`src/core/pinmux_cfg.svh`:
```
`ifndef PINMUX_CFG_SVH
`define PINMUX_CFG_SVH

// ----------------------------------------------------------------
// Register byte offsets
// ----------------------------------------------------------------
`define OFS_A_ALT_ENABLE   8'h00
`define OFS_A_SET_ONE      8'h04
`define OFS_A_SET_TWO      8'h08
`define PORT_STRIDE        8'h0c
`define OFS_D_ALT_ENABLE   8'h24
`define OFS_E_ALT_ENABLE   8'h28
`define OFS_PKG_SELECT     8'h2c
`define OFS_ACTIVE_STATUS  8'h30
`define OFS_CHOICE_STATUS  8'h34
`define REG_COUNT          6'd14

// ----------------------------------------------------------------
// Reset values
// ----------------------------------------------------------------
`define ALT_ENABLE_RST     8'h00
`define SET_ONE_RST        8'h00
`define SET_TWO_RST        8'h00
`define PKG_SEL_RST        2'h2

// ----------------------------------------------------------------
// Usable choices per pin: V0 for select 0, V1 for select 1
// ----------------------------------------------------------------
`define A_V0_28            8'hff
`define A_V1_28            8'hc0
`define A_V0_40            8'hff
`define A_V1_40            8'h00
`define B_V0               8'h08
`define B_V1               8'h3f
`define C_V0_28            8'hfe
`define C_V0_40            8'hfc
`define C_V1               8'hff
`define D_MASK_28          8'h01
`define D_MASK_40          8'hff
`define E_MASK_28          8'h00
`define E_MASK_40          8'h06
`define E_MASK_44          8'h3f

// ----------------------------------------------------------------
// Bus responses
// ----------------------------------------------------------------
`define RESP_OKAY          2'h0
`define RESP_SLVERR        2'h2

`endif

```
`src/core/pinmux_pkg.sv`:
```
package pinmux_pkg;

    // Package variant; each selects its own pin function map.
    typedef enum logic [1:0] {
        PKG_28,
        PKG_40,
        PKG_44
    } pkg_sel_t;

endpackage

```
`src/core/port_alt_function_select.sv`:
```
// Functional notes
// - C line 0: select 1 analog/LED; 0 reserved
// - C line 1 gives SPI MISO (28-pin only) or analog/LED
// - C line 2 gives SPI SS or analog/LED
// - C lines 4, 5 give SPI MOSI/SCK or LED
// - C lines 6, 7 give timer 2 or LED
// - Ports D, E have no set register
// - Ports D, E enable activates single function
// - Set register two stored but never steers
// - Choice acts only when pin enable set
// - Wide-package PA0, PA1 timer 0; 1 reserved
// - Wide-package PA2, PA3 UART DE/CTS; 1 reserved
// - Wide-package PA4, PA5 UART/infrared data
// - Wide-package PA6, PA7 timer 1; 1 reserved
// - Wide-package PB0-PB2 analog/amplifier; 0 reserved
// - Wide-package PB3 clock input or analog
// - Footnoted timers reserved in 40-pin package
//
// Chosen here: the register offsets and the AXI4-Lite interface to the registers.
`include "pinmux_cfg.svh"

module port_alt_function_select
    import pinmux_pkg::*;
(
    // Clock and reset.
    input  wire logic        core_clk,
    input  wire logic        rst_n,
    // AXI4-Lite write address and data.
    input  wire logic        s_axi_awvalid,
    output logic             s_axi_awready,
    input  wire logic [7:0]  s_axi_awaddr,
    input  wire logic        s_axi_wvalid,
    output logic             s_axi_wready,
    input  wire logic [31:0] s_axi_wdata,
    input  wire logic [3:0]  s_axi_wstrb,
    // AXI4-Lite write response.
    output logic             s_axi_bvalid,
    input  wire logic        s_axi_bready,
    output logic [1:0]       s_axi_bresp,
    // AXI4-Lite read.
    input  wire logic        s_axi_arvalid,
    output logic             s_axi_arready,
    input  wire logic [7:0]  s_axi_araddr,
    output logic             s_axi_rvalid,
    input  wire logic        s_axi_rready,
    output logic [31:0]      s_axi_rdata,
    output logic [1:0]       s_axi_rresp,
    // Pin routing, ports A to C: handed over, and second choice.
    output logic [7:0]       port_a_alt_active,
    output logic [7:0]       port_a_alt_second,
    output logic [7:0]       port_b_alt_active,
    output logic [7:0]       port_b_alt_second,
    output logic [7:0]       port_c_alt_active,
    output logic [7:0]       port_c_alt_second,
    // Pin routing, ports D and E: single function only.
    output logic [7:0]       port_d_alt_active,
    output logic [7:0]       port_e_alt_active
);

    // ----------------------------------------------------------------
    // State
    // ----------------------------------------------------------------
    logic [7:0]  en_reg   [0:4];
    logic [7:0]  set1_reg [0:2];
    logic [7:0]  set2_reg [0:2];
    pkg_sel_t    pkg_reg;
    logic [39:0] act_reg;
    logic [23:0] sec_reg;
    logic [7:0]  aw_addr_reg;
    logic [31:0] w_data_reg;
    logic        w_strb0_reg;
    logic        awready_reg;
    logic        wready_reg;
    logic        bvalid_reg;
    logic [1:0]  bresp_reg;
    logic        arready_reg;
    logic        rvalid_reg;
    logic [31:0] rdata_reg;
    logic [1:0]  rresp_reg;

    // ----------------------------------------------------------------
    // Write channel decode
    // ----------------------------------------------------------------
    // A write fires once address and data are held and B is idle.
    wire         do_wr   = !awready_reg && !wready_reg && !bvalid_reg;
    wire         wr_hit  = aw_addr_reg[7:2] < `REG_COUNT;
    wire         wr_lane = do_wr && w_strb0_reg;
    wire [4:0]   we_en;
    wire [2:0]   we_s1;
    wire [2:0]   we_s2;
    wire         we_pkg;
    genvar p;
    genvar i;
    generate
        for (p = 0; p < 3; p++) begin : g_wdec
            localparam logic [7:0] BASE =
                `OFS_A_ALT_ENABLE + 8'(p) * `PORT_STRIDE;
            assign we_en[p] = wr_lane && (aw_addr_reg == BASE);
            assign we_s1[p] = wr_lane &&
                (aw_addr_reg == BASE + `OFS_A_SET_ONE);
            assign we_s2[p] = wr_lane &&
                (aw_addr_reg == BASE + `OFS_A_SET_TWO);
        end
    endgenerate

    // Ports D and E have only an enable register, no set register.
    assign we_en[3] = wr_lane && (aw_addr_reg == `OFS_D_ALT_ENABLE);
    assign we_en[4] = wr_lane && (aw_addr_reg == `OFS_E_ALT_ENABLE);
    // Code 3 names no package, so such a write is dropped.
    assign we_pkg   = wr_lane && (aw_addr_reg == `OFS_PKG_SELECT) &&
                      (w_data_reg[1:0] != 2'h3);

    // ----------------------------------------------------------------
    // Function map per package
    // ----------------------------------------------------------------
    wire         is28 = (pkg_reg == PKG_28);
    wire         is40 = (pkg_reg == PKG_40);
    wire [7:0]   v0 [0:2];
    wire [7:0]   v1 [0:2];
    wire [7:0]   d_mask;
    wire [7:0]   e_mask;

    assign v0[0]  = is28 ? `A_V0_28 : `A_V0_40;
    assign v1[0]  = is28 ? `A_V1_28 : `A_V1_40;
    assign v0[1]  = `B_V0;
    assign v1[1]  = `B_V1;
    assign v0[2]  = is28 ? `C_V0_28 : `C_V0_40;
    assign v1[2]  = `C_V1;
    assign d_mask = is28 ? `D_MASK_28 : `D_MASK_40;
    // Timer pins of port E exist only in the largest package.
    assign e_mask = is28 ? `E_MASK_28 :
                    (is40 ? `E_MASK_40 : `E_MASK_44);

    // ----------------------------------------------------------------
    // Per-pin routing
    // ----------------------------------------------------------------
    // Set register two never steers: one bit picks between two choices.
    wire [39:0]  act_next;
    wire [23:0]  sec_next;
    generate
        for (p = 0; p < 3; p++) begin : g_port
            for (i = 0; i < 8; i++) begin : g_pin
                wire choose1 = set1_reg[p][i];
                wire usable  = choose1 ? v1[p][i] : v0[p][i];
                assign act_next[8*p+i] =
                    en_reg[p][i] && usable;
                assign sec_next[8*p+i] =
                    en_reg[p][i] && usable && choose1;
            end
        end
    endgenerate
    // The enable and the package mask hand a port D or E pin to its function.
    assign act_next[31:24] = en_reg[3] & d_mask;
    assign act_next[39:32] = en_reg[4] & e_mask;

    // One cycle of lag keeps every pin control glitch-free.
    always_ff @(posedge core_clk or negedge rst_n) begin
        if (!rst_n) begin
            act_reg <= 40'h0;
            sec_reg <= 24'h0;
        end else begin
            act_reg <= act_next;
            sec_reg <= sec_next;
        end
    end

    assign port_a_alt_active = act_reg[7:0];
    assign port_b_alt_active = act_reg[15:8];
    assign port_c_alt_active = act_reg[23:16];
    assign port_d_alt_active = act_reg[31:24];
    assign port_e_alt_active = act_reg[39:32];
    assign port_a_alt_second = sec_reg[7:0];
    assign port_b_alt_second = sec_reg[15:8];
    assign port_c_alt_second = sec_reg[23:16];

    // ----------------------------------------------------------------
    // Configuration registers
    // ----------------------------------------------------------------
    always_ff @(posedge core_clk or negedge rst_n) begin
        if (!rst_n) begin
            for (int k = 0; k < 5; k++) begin
                en_reg[k] <= `ALT_ENABLE_RST;
            end
            for (int k = 0; k < 3; k++) begin
                set1_reg[k] <= `SET_ONE_RST;
                set2_reg[k] <= `SET_TWO_RST;
            end
            pkg_reg <= pkg_sel_t'(`PKG_SEL_RST);
        end else begin
            for (int k = 0; k < 5; k++) begin
                if (we_en[k]) begin
                    en_reg[k] <= w_data_reg[7:0];
                end
            end
            for (int k = 0; k < 3; k++) begin
                if (we_s1[k]) begin
                    set1_reg[k] <= w_data_reg[7:0];
                end
                if (we_s2[k]) begin
                    set2_reg[k] <= w_data_reg[7:0];
                end
            end
            if (we_pkg) begin
                pkg_reg <= pkg_sel_t'(w_data_reg[1:0]);
            end
        end
    end

    // ----------------------------------------------------------------
    // AXI4-Lite write path
    // ----------------------------------------------------------------
    // Address and data are caught apart, so either may come first.
    always_ff @(posedge core_clk or negedge rst_n) begin
        if (!rst_n) begin
            awready_reg <= 1'b1;
            wready_reg  <= 1'b1;
            aw_addr_reg <= 8'h00;
            w_data_reg  <= 32'h0;
            w_strb0_reg <= 1'b0;
            bvalid_reg  <= 1'b0;
            bresp_reg   <= `RESP_OKAY;
        end else begin
            if (awready_reg && s_axi_awvalid) begin
                awready_reg <= 1'b0;
                aw_addr_reg <= s_axi_awaddr;
            end
            if (wready_reg && s_axi_wvalid) begin
                wready_reg  <= 1'b0;
                w_data_reg  <= s_axi_wdata;
                w_strb0_reg <= s_axi_wstrb[0];
            end
            if (do_wr) begin
                awready_reg <= 1'b1;
                wready_reg  <= 1'b1;
                bvalid_reg  <= 1'b1;
                bresp_reg   <= wr_hit ? `RESP_OKAY : `RESP_SLVERR;
            end else if (bvalid_reg && s_axi_bready) begin
                bvalid_reg  <= 1'b0;
            end
        end
    end

    assign s_axi_awready = awready_reg;
    assign s_axi_wready  = wready_reg;
    assign s_axi_bvalid  = bvalid_reg;
    assign s_axi_bresp   = bresp_reg;

    // ----------------------------------------------------------------
    // AXI4-Lite read path
    // ----------------------------------------------------------------
    wire [31:0]  rd_word [0:13];
    wire [5:0]   rd_idx = s_axi_araddr[7:2];
    wire         rd_hit = rd_idx < `REG_COUNT;
    wire [31:0]  rd_data = rd_hit ? rd_word[rd_idx[3:0]] : 32'h0;

    generate
        for (p = 0; p < 3; p++) begin : g_rd
            assign rd_word[3*p]   = {24'h0, en_reg[p]};
            assign rd_word[3*p+1] = {24'h0, set1_reg[p]};
            assign rd_word[3*p+2] = {24'h0, set2_reg[p]};
        end
    endgenerate

    assign rd_word[9]  = {24'h0, en_reg[3]};
    assign rd_word[10] = {24'h0, en_reg[4]};
    assign rd_word[11] = {30'h0, pkg_reg};
    // Status words show what each pin is really handed to.
    assign rd_word[12] = act_reg[31:0];
    assign rd_word[13] = {act_reg[39:32], sec_reg};

    always_ff @(posedge core_clk or negedge rst_n) begin
        if (!rst_n) begin
            arready_reg <= 1'b1;
            rvalid_reg  <= 1'b0;
            rdata_reg   <= 32'h0;
            rresp_reg   <= `RESP_OKAY;
        end else if (arready_reg && s_axi_arvalid) begin
            arready_reg <= 1'b0;
            rvalid_reg  <= 1'b1;
            rdata_reg   <= rd_data;
            rresp_reg   <= rd_hit ? `RESP_OKAY : `RESP_SLVERR;
        end else if (rvalid_reg && s_axi_rready) begin
            arready_reg <= 1'b1;
            rvalid_reg  <= 1'b0;
        end
    end

    assign s_axi_arready = arready_reg;
    assign s_axi_rvalid  = rvalid_reg;
    assign s_axi_rdata   = rdata_reg;
    assign s_axi_rresp   = rresp_reg;
endmodule

```
`config.mk`:
```
export PLATFORM = sky130hd
export DESIGN_NAME = port_alt_function_select
export DESIGN_NICKNAME = d
export VERILOG_FILES = /design/src/core/pinmux_pkg.sv /design/src/core/port_alt_function_select.sv
export VERILOG_INCLUDE_DIRS = /design/src /design/src/core
export SDC_FILE = /design/constraint.sdc
export NUM_CORES = 1
export LEC_CHECK = 0
export ABC_AREA = 1
export BUFFER_PORTS_ARGS = -buffer_cell sky130_fd_sc_hd__buf_4
export CORE_MARGIN = 4
export CORE_UTILIZATION = 45
export DETAILED_ROUTE_END_ITERATION = 12
export PLACE_DENSITY = 0.77
export SYNTH_ARGS = -nofsm -noshare
export SYNTH_HDL_FRONTEND = slang
export SYNTH_SLANG_ARGS = --single-unit
```
`constraint.sdc`:
```
create_clock -name core_clk -period 2.7 [get_ports core_clk]
set_clock_uncertainty 0.15 [all_clocks]
set_input_delay 0.405 -clock core_clk [delete_from_list [all_inputs] [get_ports core_clk]]
set_output_delay 0.405 -clock core_clk [all_outputs]
set_load 0.01 [all_outputs]
```
Yosys cells after proc, flatten, opt, wreduce, memory -nomap -nowiden:

Cells that the tools add are included.

* register bits after elaboration: 208
* latch bits: 0
* memory bits (writable): 0
* memory bits (read-only): 0
* bits of input ports: 59
* output and inout bits: 105
* word-level logic and storage cells: 153
* memories: 0

* add/sub/neg operators: 0
* multipliers: 0
* div/mod/pow operators: 0
* order comparisons: 3
* eq/ne operators: 13
* shift operators: 0
* mux-type cells: 36
* bitwise logic cells: 3
* reduce and logical (&&, ||, !) cells: 73

Operators with widths (number)
* 32-bit binary-select mux with 4-bit select: 1
* 32-bit two-way mux: 3
* 1-bit logical AND: 58
* 8-bit by 5-bit == test with 1-bit output, second input constant: 4
* 8-bit by 6-bit == test with 1-bit output, second input constant: 4
* 1-bit two-way mux: 25
* 8-bit by 4-bit == test with 1-bit output, second input constant: 2
* 8-bit two-way mux: 2
* 6-bit by 4-bit less-than comparator with 1-bit output, second input constant: 2
* 6-bit two-way mux: 2
* 8-bit by 6-bit AND with 8-bit output: 1
* 8-bit AND: 1
* 8-bit by 3-bit == test with 1-bit output, second input constant: 1
* 8-bit logical NOT: 1
* 2-bit nonzero test: 4
* 1-bit logical AND, second input constant: 6
* 2-bit two-way mux: 3
* 5-bit >= comparator, second input constant: 1
* 4-bit inverter with 5-bit output: 1
* 1-bit logical NOT: 3
* 2-bit by 1-bit == test with 1-bit output, second input constant: 1
* 2-bit logical NOT: 1
* 2-bit != test, second input constant: 1

Depth between registers and ports, before layout:

Gate-level depths: netlist of run 1.

* word-level depth: 6
* depth in mapped cells: 10
* depth with buffers taken out: 9

Least setup slack after synthesis of run 1:

OpenSTA, ideal clock, no wires.

* kind: register to register
* start point: register bvalid_reg, in the netlist s_axi_bvalid
* end point: register set2_reg (netlist bit rd_word[262])
* setup time: 0.118 ns
* data arrival time: 1.314 ns
* data required time: 2.432 ns
* path slack: 1.118 ns
* cell stages (with the launch flop): 10
* buffers on the path: 1
* clock period less this slack: 1.582 ns
* cells stage by stage: dfrtp_1 > inv_1 > nand3_4 > nor2_8 > inv_2 > nor2_4 > nand2_2 > buf_6 > nand2_1 > o21ai_2

* cells in the longest elaborated chain, start to end: 4

RTL lines
* from (decl): line port_alt_function_select.sv:74 `logic bvalid_reg;`
* from (signal assigned): line port_alt_function_select.sv:220 `bvalid_reg <= 1'b0;`
* from (signal assigned): line port_alt_function_select.sv:235 `bvalid_reg <= 1'b1;`
* from (signal assigned): line port_alt_function_select.sv:238 `bvalid_reg <= 1'b0;`
* 1-bit logical NOT: line port_alt_function_select.sv:85 `wire do_wr = !awready_reg && !wready_reg && !bvalid_reg;`
* 1-bit logical AND: line port_alt_function_select.sv:85
* 1-bit logical AND: line port_alt_function_select.sv:87 `wire wr_lane = do_wr && w_strb0_reg;`
* 1-bit logical AND: line port_alt_function_select.sv:101 `assign we_s2[p] = wr_lane &&`
* to (signal, indexed assignment): line port_alt_function_select.sv:186 `` set2_reg[k] <= `SET_TWO_RST; ``
* to (signal, indexed assignment): line port_alt_function_select.sv:200 `set2_reg[k] <= w_data_reg[7:0];`
* to (decl): line port_alt_function_select.sv:65 `logic [7:0] set2_reg [0:2];`

No other way between the ends.
A chain may end at the register's enable or synchronous reset.

Worst setup path in the final report of run 1:

* start point: register bvalid_reg, in the netlist s_axi_bvalid
* end point: register set2_reg (netlist bit rd_word[260])

Same word-level chain as after synthesis.

==> flow_summary.json, run 1 <==
{
  "r2r_slack_ps": 930,
  "ys_top_cells_by_area": "dfrtp_1, nand2_1, buf_4",
  "dp.cells": 1337,
  "status": "completed",
  "ys_warn_count": 0,
  "antenna_cells": 0,
  "fin_util_pct": 52.54,
  "wire_per_inst_um": 14.60,
  "cap_violations": 0,
  "numCtsBuffers": 17,
  "cts.sinks": 196,
  "fillers": 1806,
  "globalRouteMet1Util_pct": 24.61,
  "worst_hold_path_type": "input pin to flip-flop",
  "ys.flop_type": "dfrtp_1",
  "hpwl_um": 13790,
  "ys_seq_elements": 196,
  "start_util_pct": 45.86,
  "htree_levels": 4,
  "fin_setup_tns_ps": 0,
  "async_flop_share_pct": 100.0,
  "p_leak_nw": 5.336,
  "die_x_um": 149.1,
  "r2r_cells": 8,
  "power.density_mw_per_mm2": 782.2,
  "required_ps": 2840,
  "syn_inst": 1039,
  "clk_pin_slew_ps": 70,
  "multi_input_comb_area_mm2": 0.002903,
  "relSlewSlack_pct": 56.01,
  "r2r-end": "rd_word[260]",
  "grt_max_degree": 74,
  "rsz0062_at_grt": "no",
  "finalHoldViolCount": 0,
  "fmax_mhz": 563.5,
  "gp_congestion": 0.8380,
  "crit_type": "flip-flop to flip-flop",
  "die_y_um": 149.1,
  "use_met3_pct": 3.251,
  "cts-resized-gates": 0,
  "finalSetupViolations": 0,
  "drive_above_1_share_pct": 19.04,
  "ir_drop_mv": 0.4894,
  "grt_pass1_vias": 6268,
  "worstSetupStartpointType": "flip-flop",
  "route.detailed.drc": 0,
  "reg2reg_from": "s_axi_bvalid",
  "hold_path_end": "s_axi_rvalid",
  "yosys.cell_types.count": 31,
  "vias": 6725,
  "finalCritPeriodShare_pct": 65.73,
  "final_nets": 1154,
  "area_delta_synth_final_pct": 14.56,
  "rows": 51,
  "yosysSeqAreaShare_pct": 54.83,
  "synth_area_leader_cell": "dfrtp_1",
  "dieArea_mm2": 0.02222,
  "met2_usage_pct": 30.28,
  "fin_crit_ps": 1775,
  "clockBufferDepth": 2,
  "crit_arrival_ps": 1920,
  "grt_usage_pct": 18.41,
  "wirelength_um": 20050,
  "root_buffer": "clkbuf_16",
  "pre_cts_slack_ps": 509.7,
  "gr-max-usage-layer": "met2",
  "synth_edf_count": 0,
  "fin_ws_ps": 925.3,
  "antenna_found_initial": 0,
  "ios": 164,
  "tightest_slew_ps": 659.2,
  "firstDrtPassIters": 6,
  "overflow": 0,
  "portBuffers": 124,
  "slew_viol_final": 0,
  "ant_nets": 0,
  "seq_area_mm2": 0.004910,
  "worstHoldPathCells": 2,
  "synth_area_per_cell_um2": 8.619,
  "final_cells": 1373,
  "vias_per_cell": 4.898,
  "coreArea_mm2": 0.01953,
  "cts_tree": "done",
  "cp-end-kind": "flip-flop",
  "largest_reg_flops": 39,
  "detail_route.iter0.violations": 607,
  "critPathMaxFanout": 16,
  "grt_pass1_wl_um": 32240,
  "insertion_delay_ps": 430,
  "hold_path_startpoint": "s_axi_rready",
  "netlist_area_mm2": 0.008955,
  "synth_top_area_share_pct": 53.65
}
-- stage by stage --
| stage | cell area, um2 | power (mW) | hold WS (ps) |
|---|---|---|---|
| 2_1_floorplan | 9011 | 4.918 | -40.59 |
| 3_3_place_gp | 9622 | 5.479 | 208.7 |
| 3_5_place_dp | 9622 | 5.538 | 208.4 |
| 4_1_cts | 10260 | 8.083 | 4.886 |
| 5_1_grt | 10260 | 8.481 | 6.396 |
| 6_report | 10260 | 8.025 | 14.70 |
-- layer usage --
layer | up-vias | part of all wire, %
met5 | - | 0
met4 | 0 | 2.4
met3 | 35 | 5.3
met2 | 206 | 49
met1 | 3224 | 43
li1 | 3260 | -
-- cell usage after synthesis (4+ instances only) --
cell type / number
a21oi_1: 19
buf_2: 16
buf_4: 69
buf_6: 6
clkbuf_1: 20
dfrtp_1: 192
dfstp_2: 4
inv_1: 112
inv_2: 5
mux2_2: 5
mux2i_1: 14
nand2_1: 320
nand2_2: 7
nand3_1: 68
nor2_1: 35
o21ai_0: 63
o21ai_1: 49
o21ai_2: 8
or2_2: 8
-- timing repair --
item | CTS | global route
setup buffers | 0 | 0
endpoints found under the hold margin | 44 | 0
hold buffers | 4 | 0
-- report_power, final --
group          total (mW)  internal, mW  leakage (nW)  switching (mW)
clock                2.53          1.44         0.282            1.09
sequential           3.75          3.43          2.64           0.318
combinational        1.74         0.584          2.41            1.16
total                8.02          5.45          5.34            2.57
-- worst max-delay path, stage by stage (launching register included) --
cell and delay (ps):
dfrtp_1 380, inv_1 110, nand3_4 130, nor2_8 160, inv_2 80, nor2_4 140
nand2_2 260, nand2_1 160, o21ai_2 60
-- area by class of cell --
class                   instances  area share (%)
well taps                     265           3.232
clock inverters                11           1.232
clock buffers                  21           4.586
repair buffers                136           10.48
inverters                     118           4.318
flip-flops and latches        196           47.86
multi-input cells             626           28.30
-- placed cells by master (no fill, tap or decap) --
| cell | netlist | final |
|---|---|---|
| clkinv_2 | 0 | 2 |
| clkbuf_1 | 20 | 1 |
| buf_4 | 69 | 128 |
| dlygate4sd3_1 | 0 | 4 |
| inv_2 | 5 | 5 |
| bufinv_16 | 0 | 2 |
| dfstp_2 | 4 | 4 |
| nand3_4 | 1 | 1 |
| nor2_1 | 35 | 35 |
| clkinv_4 | 0 | 2 |
| clkbuf_8 | 0 | 4 |
| inv_1 | 112 | 112 |
| o21ai_0 | 63 | 63 |
| nor2_8 | 1 | 1 |
| buf_12 | 0 | 3 |
| inv_6 | 0 | 1 |
| nor3_4 | 1 | 1 |
| nand2_1 | 320 | 320 |
| nand4_2 | 2 | 2 |
| a21oi_1 | 19 | 19 |
| dfrtp_1 | 192 | 192 |
| clkinv_1 | 1 | 1 |
| nand3_1 | 68 | 68 |
| a21boi_1 | 2 | 2 |
| mux2i_1 | 14 | 14 |
| conb_1 | 1 | 16 |
| mux2_2 | 5 | 5 |
| o31ai_1 | 1 | 1 |
| or2_2 | 8 | 8 |
| nand2_2 | 7 | 7 |
| clkbuf_16 | 0 | 17 |
| clkinvlp_4 | 0 | 4 |
| o21ai_1 | 49 | 49 |
| o21ai_2 | 8 | 8 |
| nor2_4 | 3 | 3 |
| nor2_2 | 3 | 3 |
-- worst max path at each step --
stage	to	slack, ps	start	depth (start not counted)
floorplan	rd_word[262]	1120	s_axi_bvalid	9
global route	s_axi_rdata[11]	730	s_axi_araddr[3]	7
CTS	rd_word[260]	920	s_axi_bvalid	8
detailed placement	s_axi_rdata[9]	510	s_axi_araddr[3]	7
finish	rd_word[260]	930	s_axi_bvalid	8
global placement	s_axi_rdata[13]	610	s_axi_araddr[3]	7
-- kinds of logic after synthesis --
logic type | Yosys count | synth area share (%)
AND/OR/NAND/NOR | 449 | 21.20
buffers and inverters | 232 | 13.39
flip-flops | 196 | 54.83
AO/OA/AOI/OAI | 142 | 8.355
multiplexers | 19 | 2.194
other | 1 | 0.04188
Note: power is estimated with default switching activity, not from simulation.
==> inputs of run 2 (changes only) <==
- PLACE_DENSITY: 0.77 -> 0.79
- clock period: 2.7 -> 1.5 ns (I/O delays scaled with it)
==> run 2 against run 1 <==
The flow now finishes with violations (negative setup slack). Clock-buffer cell count decreased by 3. Maximum frequency increased by 7.8%. Sequential share of layout area decreased by 5.7 points. Global-route usage increased by 2.1 points. Largest cell class unchanged.
==> flow_summary.json, run 2 (same netlist as run 1, synthesis figures left out) <==
{
  "r2r_slack_ps": -150,
  "finalSetupViolations": 97,
  "worstSetupStartpointType": "flip-flop",
  "p_leak_nw": 5.967,
  "critPathMaxFanout": 16,
  "grt_usage_pct": 20.47,
  "worst-path-buf-inv": 1,
  "vias": 7313,
  "largest_reg_flops": 39,
  "cp-end-kind": "flip-flop",
  "fmax_mhz": 607.5,
  "firstDrtPassIters": 5,
  "numCtsBuffers": 17,
  "mostFrequentLayoutCells": "nand2_1, dfrtp_1, buf_4, inv_1, nand3_1",
  "ant_nets": 0,
  "required_ps": 1670,
  "cts.sinks": 196,
  "wirelength_um": 23170,
  "design_area_mm2": 0.01165,
  "fin_crit_ps": 1646,
  "root_buffer": "clkbuf_16",
  "pre_cts_slack_ps": -138.7,
  "gp_congestion": 0.8795,
  "ir_drop_mv": 0.8712,
  "grt_max_degree": 47,
  "vias_per_cell": 5.005,
  "grt_pass1_vias": 7062,
  "slew_viol_final": 0,
  "route.detailed.drc": 0,
  "final_common_cell": "nand2_1",
  "ios": 164,
  "hpwl_um": 15060,
  "drive_above_1_share_pct": 30.35,
  "crit_type": "flip-flop to flip-flop",
  "failed_checks": "negative setup slack",
  "worst_hold_path_type": "input pin to flip-flop",
  "clk_pin_slew_ps": 80,
  "cap_violations": 0,
  "insertion_delay_ps": 440,
  "dieArea_mm2": 0.02222,
  "cpMaxStageDelayCell": "dfrtp_1",
  "final_cells": 1461,
  "die_y_um": 149.1,
  "cts_tree": "done",
  "cp_top_family": "simple AND/OR/NAND/NOR gates",
  "antenna_found_initial": 0,
  "slowest_delay_ps": 430,
  "rows": 51,
  "wire_per_inst_um": 15.86,
  "final_nets": 1242,
  "die_x_um": 149.1,
  "antenna_cells": 0,
  "finalHoldViolCount": 0,
  "overflow": 0,
  "crit_chain": "nor3_4 -> nand2_2 -> nor2_4 -> buf_4 -> nand2_8 -> nand2_1 -> o21ai_1",
  "portBuffers": 124,
  "dp.cells": 1390,
  "rsz0062_at_grt": "yes",
  "detail_route.iter0.violations": 699,
  "dpl-instance-area_mm2": 0.01015,
  "grt_pass1_wl_um": 35850,
  "fin_ws_ps": -146.0,
  "area_delta_synth_final_pct": 30.11,
  "htree_levels": 4,
  "crit_arrival_ps": 1820,
  "status": "complete, but fails checks",
  "coreArea_mm2": 0.01953,
  "power.density_mw_per_mm2": 1366,
  "finalCritPeriodShare_pct": 109.7,
  "start_util_pct": 45.86,
  "clockBufferDepth": 2
}
run 2: cell count changes in the layout (fill, tap and decap cells not counted), moves of 11 or more:
cell / change
nand2_1: -41
buf_12: +12
o21ai_2: +20
o21ai_0: -22
dlygate4sd3_1: +18
nand2_2: +20
nand2_4: +18
buf_6: +11
buf_4: +41
run 2: routing by layer:
metal / part of all wire [%] / global-route usage (%) / vias up
met5: 0 / 0 / -
li1: - / - / 3443
met2: 50 / 35.17 / 317
met4: 3.8 / 8.238 / 0
met1: 38 / 25.40 / 3489
met3: 7.7 / 4.132 / 64
run 2: power by group:
group	switching [mW]	internal [mW]	total, mW
Clock	2.12	2.51	4.63
Sequential	0.717	6.17	6.89
Combinational	2.59	1.81	4.40
run 2: path summary, 6_finish.rpt:
| check | start | end | depth (start not counted) |
|---|---|---|---|
| min in group asynchronous | rst_n | s_axi_rdata[29] | 2 |
| setup reg to reg | aw_addr_reg[0] | rd_word[352] | 7 |
| setup / recovery | aw_addr_reg[0] | rd_word[352] | 7 |
| hold reg to reg | en_reg[8] | act_reg[24] | 0 |
| max in group asynchronous | rst_n | pkg_reg[1] | 3 |
| hold / removal | s_axi_araddr[4] | s_axi_rdata[7] | 6 |
run 2: layout make-up:
| class | instances | area, um2 |
|---|---|---|
| fill | 1567 | 7875 |
| sequential | 196 | 4910 |
| multi-input combinational | 629 | 3356 |
| timing repair buffer | 221 | 2004 |
| inverter | 118 | 452.9 |
| clock buffer | 18 | 429.2 |
| tap | 265 | 331.6 |
| clock inverter | 14 | 167.7 |
run 2: stage by stage:
stage          TNS [ps]  total power [mW]  hold slack (ps)  utilization [%]
4_1_cts           -4600             15.59            123.3            57.81
3_3_place_gp      -3237             10.40            58.27            51.97
2_1_floorplan    -577.8             8.858           -220.6                -
5_1_grt          -13040             16.73            180.2            59.67
3_5_place_dp      -5030             10.53            59.43            51.97
6_report          -5952             15.92            130.8            59.67
run 2: worst register-to-register path, delay by kind of cell, from the launching register on:
kind	cells	cell delay, ps
AO/OA/AOI/OAI	1	80
buffers and inverters	1	160
flip-flops	1	430
AND/OR/NAND/NOR	5	710
run 2: repair_timing:
item                                    CTS  global route
cloned                                    3             3
hold buffers                             22             0
setup buffers                             6             5
hold endpoints to repair                215             0
resized for setup                        63            86
endpoints found under the setup margin   96           114
pin swaps                                10            16
==> inputs of run 3 (changes only) <==
- ABC_AREA: 1 -> 0
- PLACE_DENSITY: 0.79 -> 0.8
- SETUP_SLACK_MARGIN: not set -> 0.02
==> run 3 against run 2 <==
The flow still finishes with violations (negative setup slack). Power fell by 8.8%. Critical path type unchanged. Flip-flop and latch count did not move. Largest cell class unchanged. Critical path depth fell by 1. Utilization rose by 0.73 points. Non-clock buffer count rose by 26. Die area fell by 4.5%. Hold slack improved by 1.7 ps. Register-to-register slack got worse by 300 ps. Cell area fell by 3.0%. Global-route usage fell by 0.36 points.
==> flow_summary.json, run 3 <==
{
  "r2r_slack_ps": -450,
  "crit_arrival_ps": 2120,
  "ys_warn_count": 0,
  "hpwl_um": 14490,
  "die_y_um": 145.7,
  "reg2reg_from": "aw_addr_reg[6]",
  "r2r-end": "en_reg[19]",
  "cts.sinks": 196,
  "finalSetupViolations": 123,
  "final_nets": 866,
  "pre_cts_slack_ps": -415.6,
  "crit_type": "flip-flop to flip-flop",
  "finalCritPeriodShare_pct": 129.7,
  "grt_max_degree": 46,
  "yosys.cell_types.count": 38,
  "crit_end": "en_reg[19]",
  "synth_top_area_share_pct": 56.31,
  "area_delta_synth_final_pct": 32.42,
  "fin_crit_ps": 1945,
  "route.detailed.drc": 0,
  "tightest_slew_ps": 617.3,
  "cap_violations": 0,
  "dpl-instance-area_mm2": 0.01009,
  "synth_edf_count": 0,
  "syn_inst": 621,
  "cts_tree": "done",
  "mostFrequentLayoutCells": "dfrtp_1, buf_4, mux2_2, mux2i_1, and2_1",
  "wire_per_inst_um": 19.78,
  "ys_top_cells_by_count": "dfrtp_1, mux2_2, buf_4",
  "slew_viol_final": 0,
  "vias_per_cell": 5.296,
  "async_flop_share_pct": 100.0,
  "seq_area_mm2": 0.004910,
  "die_x_um": 145.7,
  "fmax_mhz": 514.1,
  "cp-end-kind": "flip-flop",
  "worstSetupStartpointType": "flip-flop",
  "fin_ws_ps": -445.3,
  "portBuffers": 124,
  "htree_levels": 4,
  "status": "complete, but fails checks",
  "power.density_mw_per_mm2": 1285,
  "relSlewSlack_pct": 58.77,
  "largest_reg_flops": 39,
  "synthMostInstantiatedCell": "dfrtp_1",
  "yosys.area_share.adder_pct": 0,
  "synth_compound_area_share_pct": 4.883,
  "ios": 164,
  "overflow": 0,
  "firstDrtPassIters": 4,
  "crit_chain": "nor4_2 -> and3_1 -> buf_6 -> buf_12 -> nand3_4 -> mux2_4",
  "ys_top_cells_by_area": "dfrtp_1, mux2_2, buf_4",
  "synth_xor_area_share_pct": 0,
  "multi_input_comb_area_mm2": 0.003303,
  "clockBufferDepth": 2,
  "grt_pass1_wl_um": 33440,
  "failed_checks": "negative setup slack",
  "vias": 5582,
  "finalHoldViolCount": 0,
  "design_area_mm2": 0.01130,
  "r2r_cells": 6,
  "grt_usage_pct": 20.11,
  "wirelength_um": 20840,
  "ir_drop_mv": 1.024,
  "critPathMaxFanout": 8,
  "ant_nets": 0,
  "cpMaxStageDelayCell": "dfrtp_1",
  "grt_pass1_vias": 6067,
  "p_leak_nw": 5.673,
  "gp_congestion": 0.8334,
  "final_common_cell": "dfrtp_1",
  "rsz0062_at_grt": "yes",
  "antenna_cells": 0,
  "insertion_delay_ps": 440,
  "detail_route.iter0.violations": 443,
  "yosysSeqAreaShare_pct": 57.55,
  "root_buffer": "clkbuf_16",
  "antenna_found_initial": 0,
  "numCtsBuffers": 17,
  "clk_pin_slew_ps": 80,
  "coreArea_mm2": 0.01871,
  "fillers": 1417,
  "rows": 50,
  "drive_above_1_share_pct": 52.07,
  "synth_top_family_by_area": "multiplexers",
  "ys_seq_elements": 196,
  "netlist_area_mm2": 0.008532,
  "crit_start": "aw_addr_reg[6]",
  "worst_hold_path_type": "input pin to flip-flop",
  "synth_area_per_cell_um2": 13.74,
  "start_util_pct": 45.61,
  "synth_simple_gate_area_share_pct": 7.552,
  "dieArea_mm2": 0.02123,
  "synth_area_leader_cell": "dfrtp_1",
  "ys.flop_type": "dfrtp_1",
  "required_ps": 1670,
  "muxShareOfSynthArea_pct": 22.28,
  "slowest_delay_ps": 390
}
## run 3: kinds of logic after synthesis
family / after synthesis
compound gates: 61
buf+inv: 100
flops: 196
mux: 154
other cells: 1
simple gates: 109
## run 3: worst max-delay path: cells and delay by family (launching register included)
family	cells	cell delay [ps]
simple gates	3	630
buf+inv	2	280
mux	1	370
flops	1	390
## run 3: how the worst min path moves through the flow
stage                               start             end  slack [ps]  cells past startpoint
after floorplan                     rst_n    act_next[11]        -220                      0
after global placement              rst_n    s_axi_bvalid          70                      1
after detailed placement            rst_n    s_axi_bvalid          70                      1
after CTS                 s_axi_araddr[5]  s_axi_rdata[0]          90                      4
after global routing      s_axi_araddr[5]  s_axi_rdata[0]         160                      4
final                     s_axi_araddr[5]  s_axi_rdata[0]         130                      4
## run 3: power by group
part / internal [mW] / switching, mW / leakage [nW]
registers: 6.05 / 0.862 / 2.66
clock network: 2.34 / 2.10 / 0.281
logic: 1.78 / 1.39 / 2.73
total: 10.2 / 4.35 / 5.67
## run 3: layer usage
metal	global-route usage (%)	part of all wire, %
met5	0	0
met4	6.505	2.4
met3	5.232	5.1
met2	33.66	51
met1	25.72	42
## run 3: metrics by stage
stage	util (%)	hold WS (ps)	std cells	setup TNS [ps]	power, mW
final	60.40	132.5	1054	-37270	14.52
after global routing	60.40	155.3	1054	-49120	15.18
after CTS	59.77	94.01	1049	-35540	14.46
after detailed placement	53.97	68.09	989	-40330	9.838
after global placement	53.97	65.23	989	-36860	9.701
after floorplan	-	-220.6	636	-29160	8.352
## run 3: cell type report
cell class	count	area share, %
multi-input combinational	341	29.24
clock buffer	17	3.765
clock inverter	15	1.318
sequential	196	43.46
inverter	4	0.1329
tap	234	2.591
timing repair buffer	247	19.50
## run 3: what timing repair did
item,CTS,global route
resized for setup,70,18
hold buffers,23,0
setup buffers,4,5
pin swaps,23,5
setup endpoints to repair,128,135
endpoints found under the hold margin,216,0
cloned,1,0
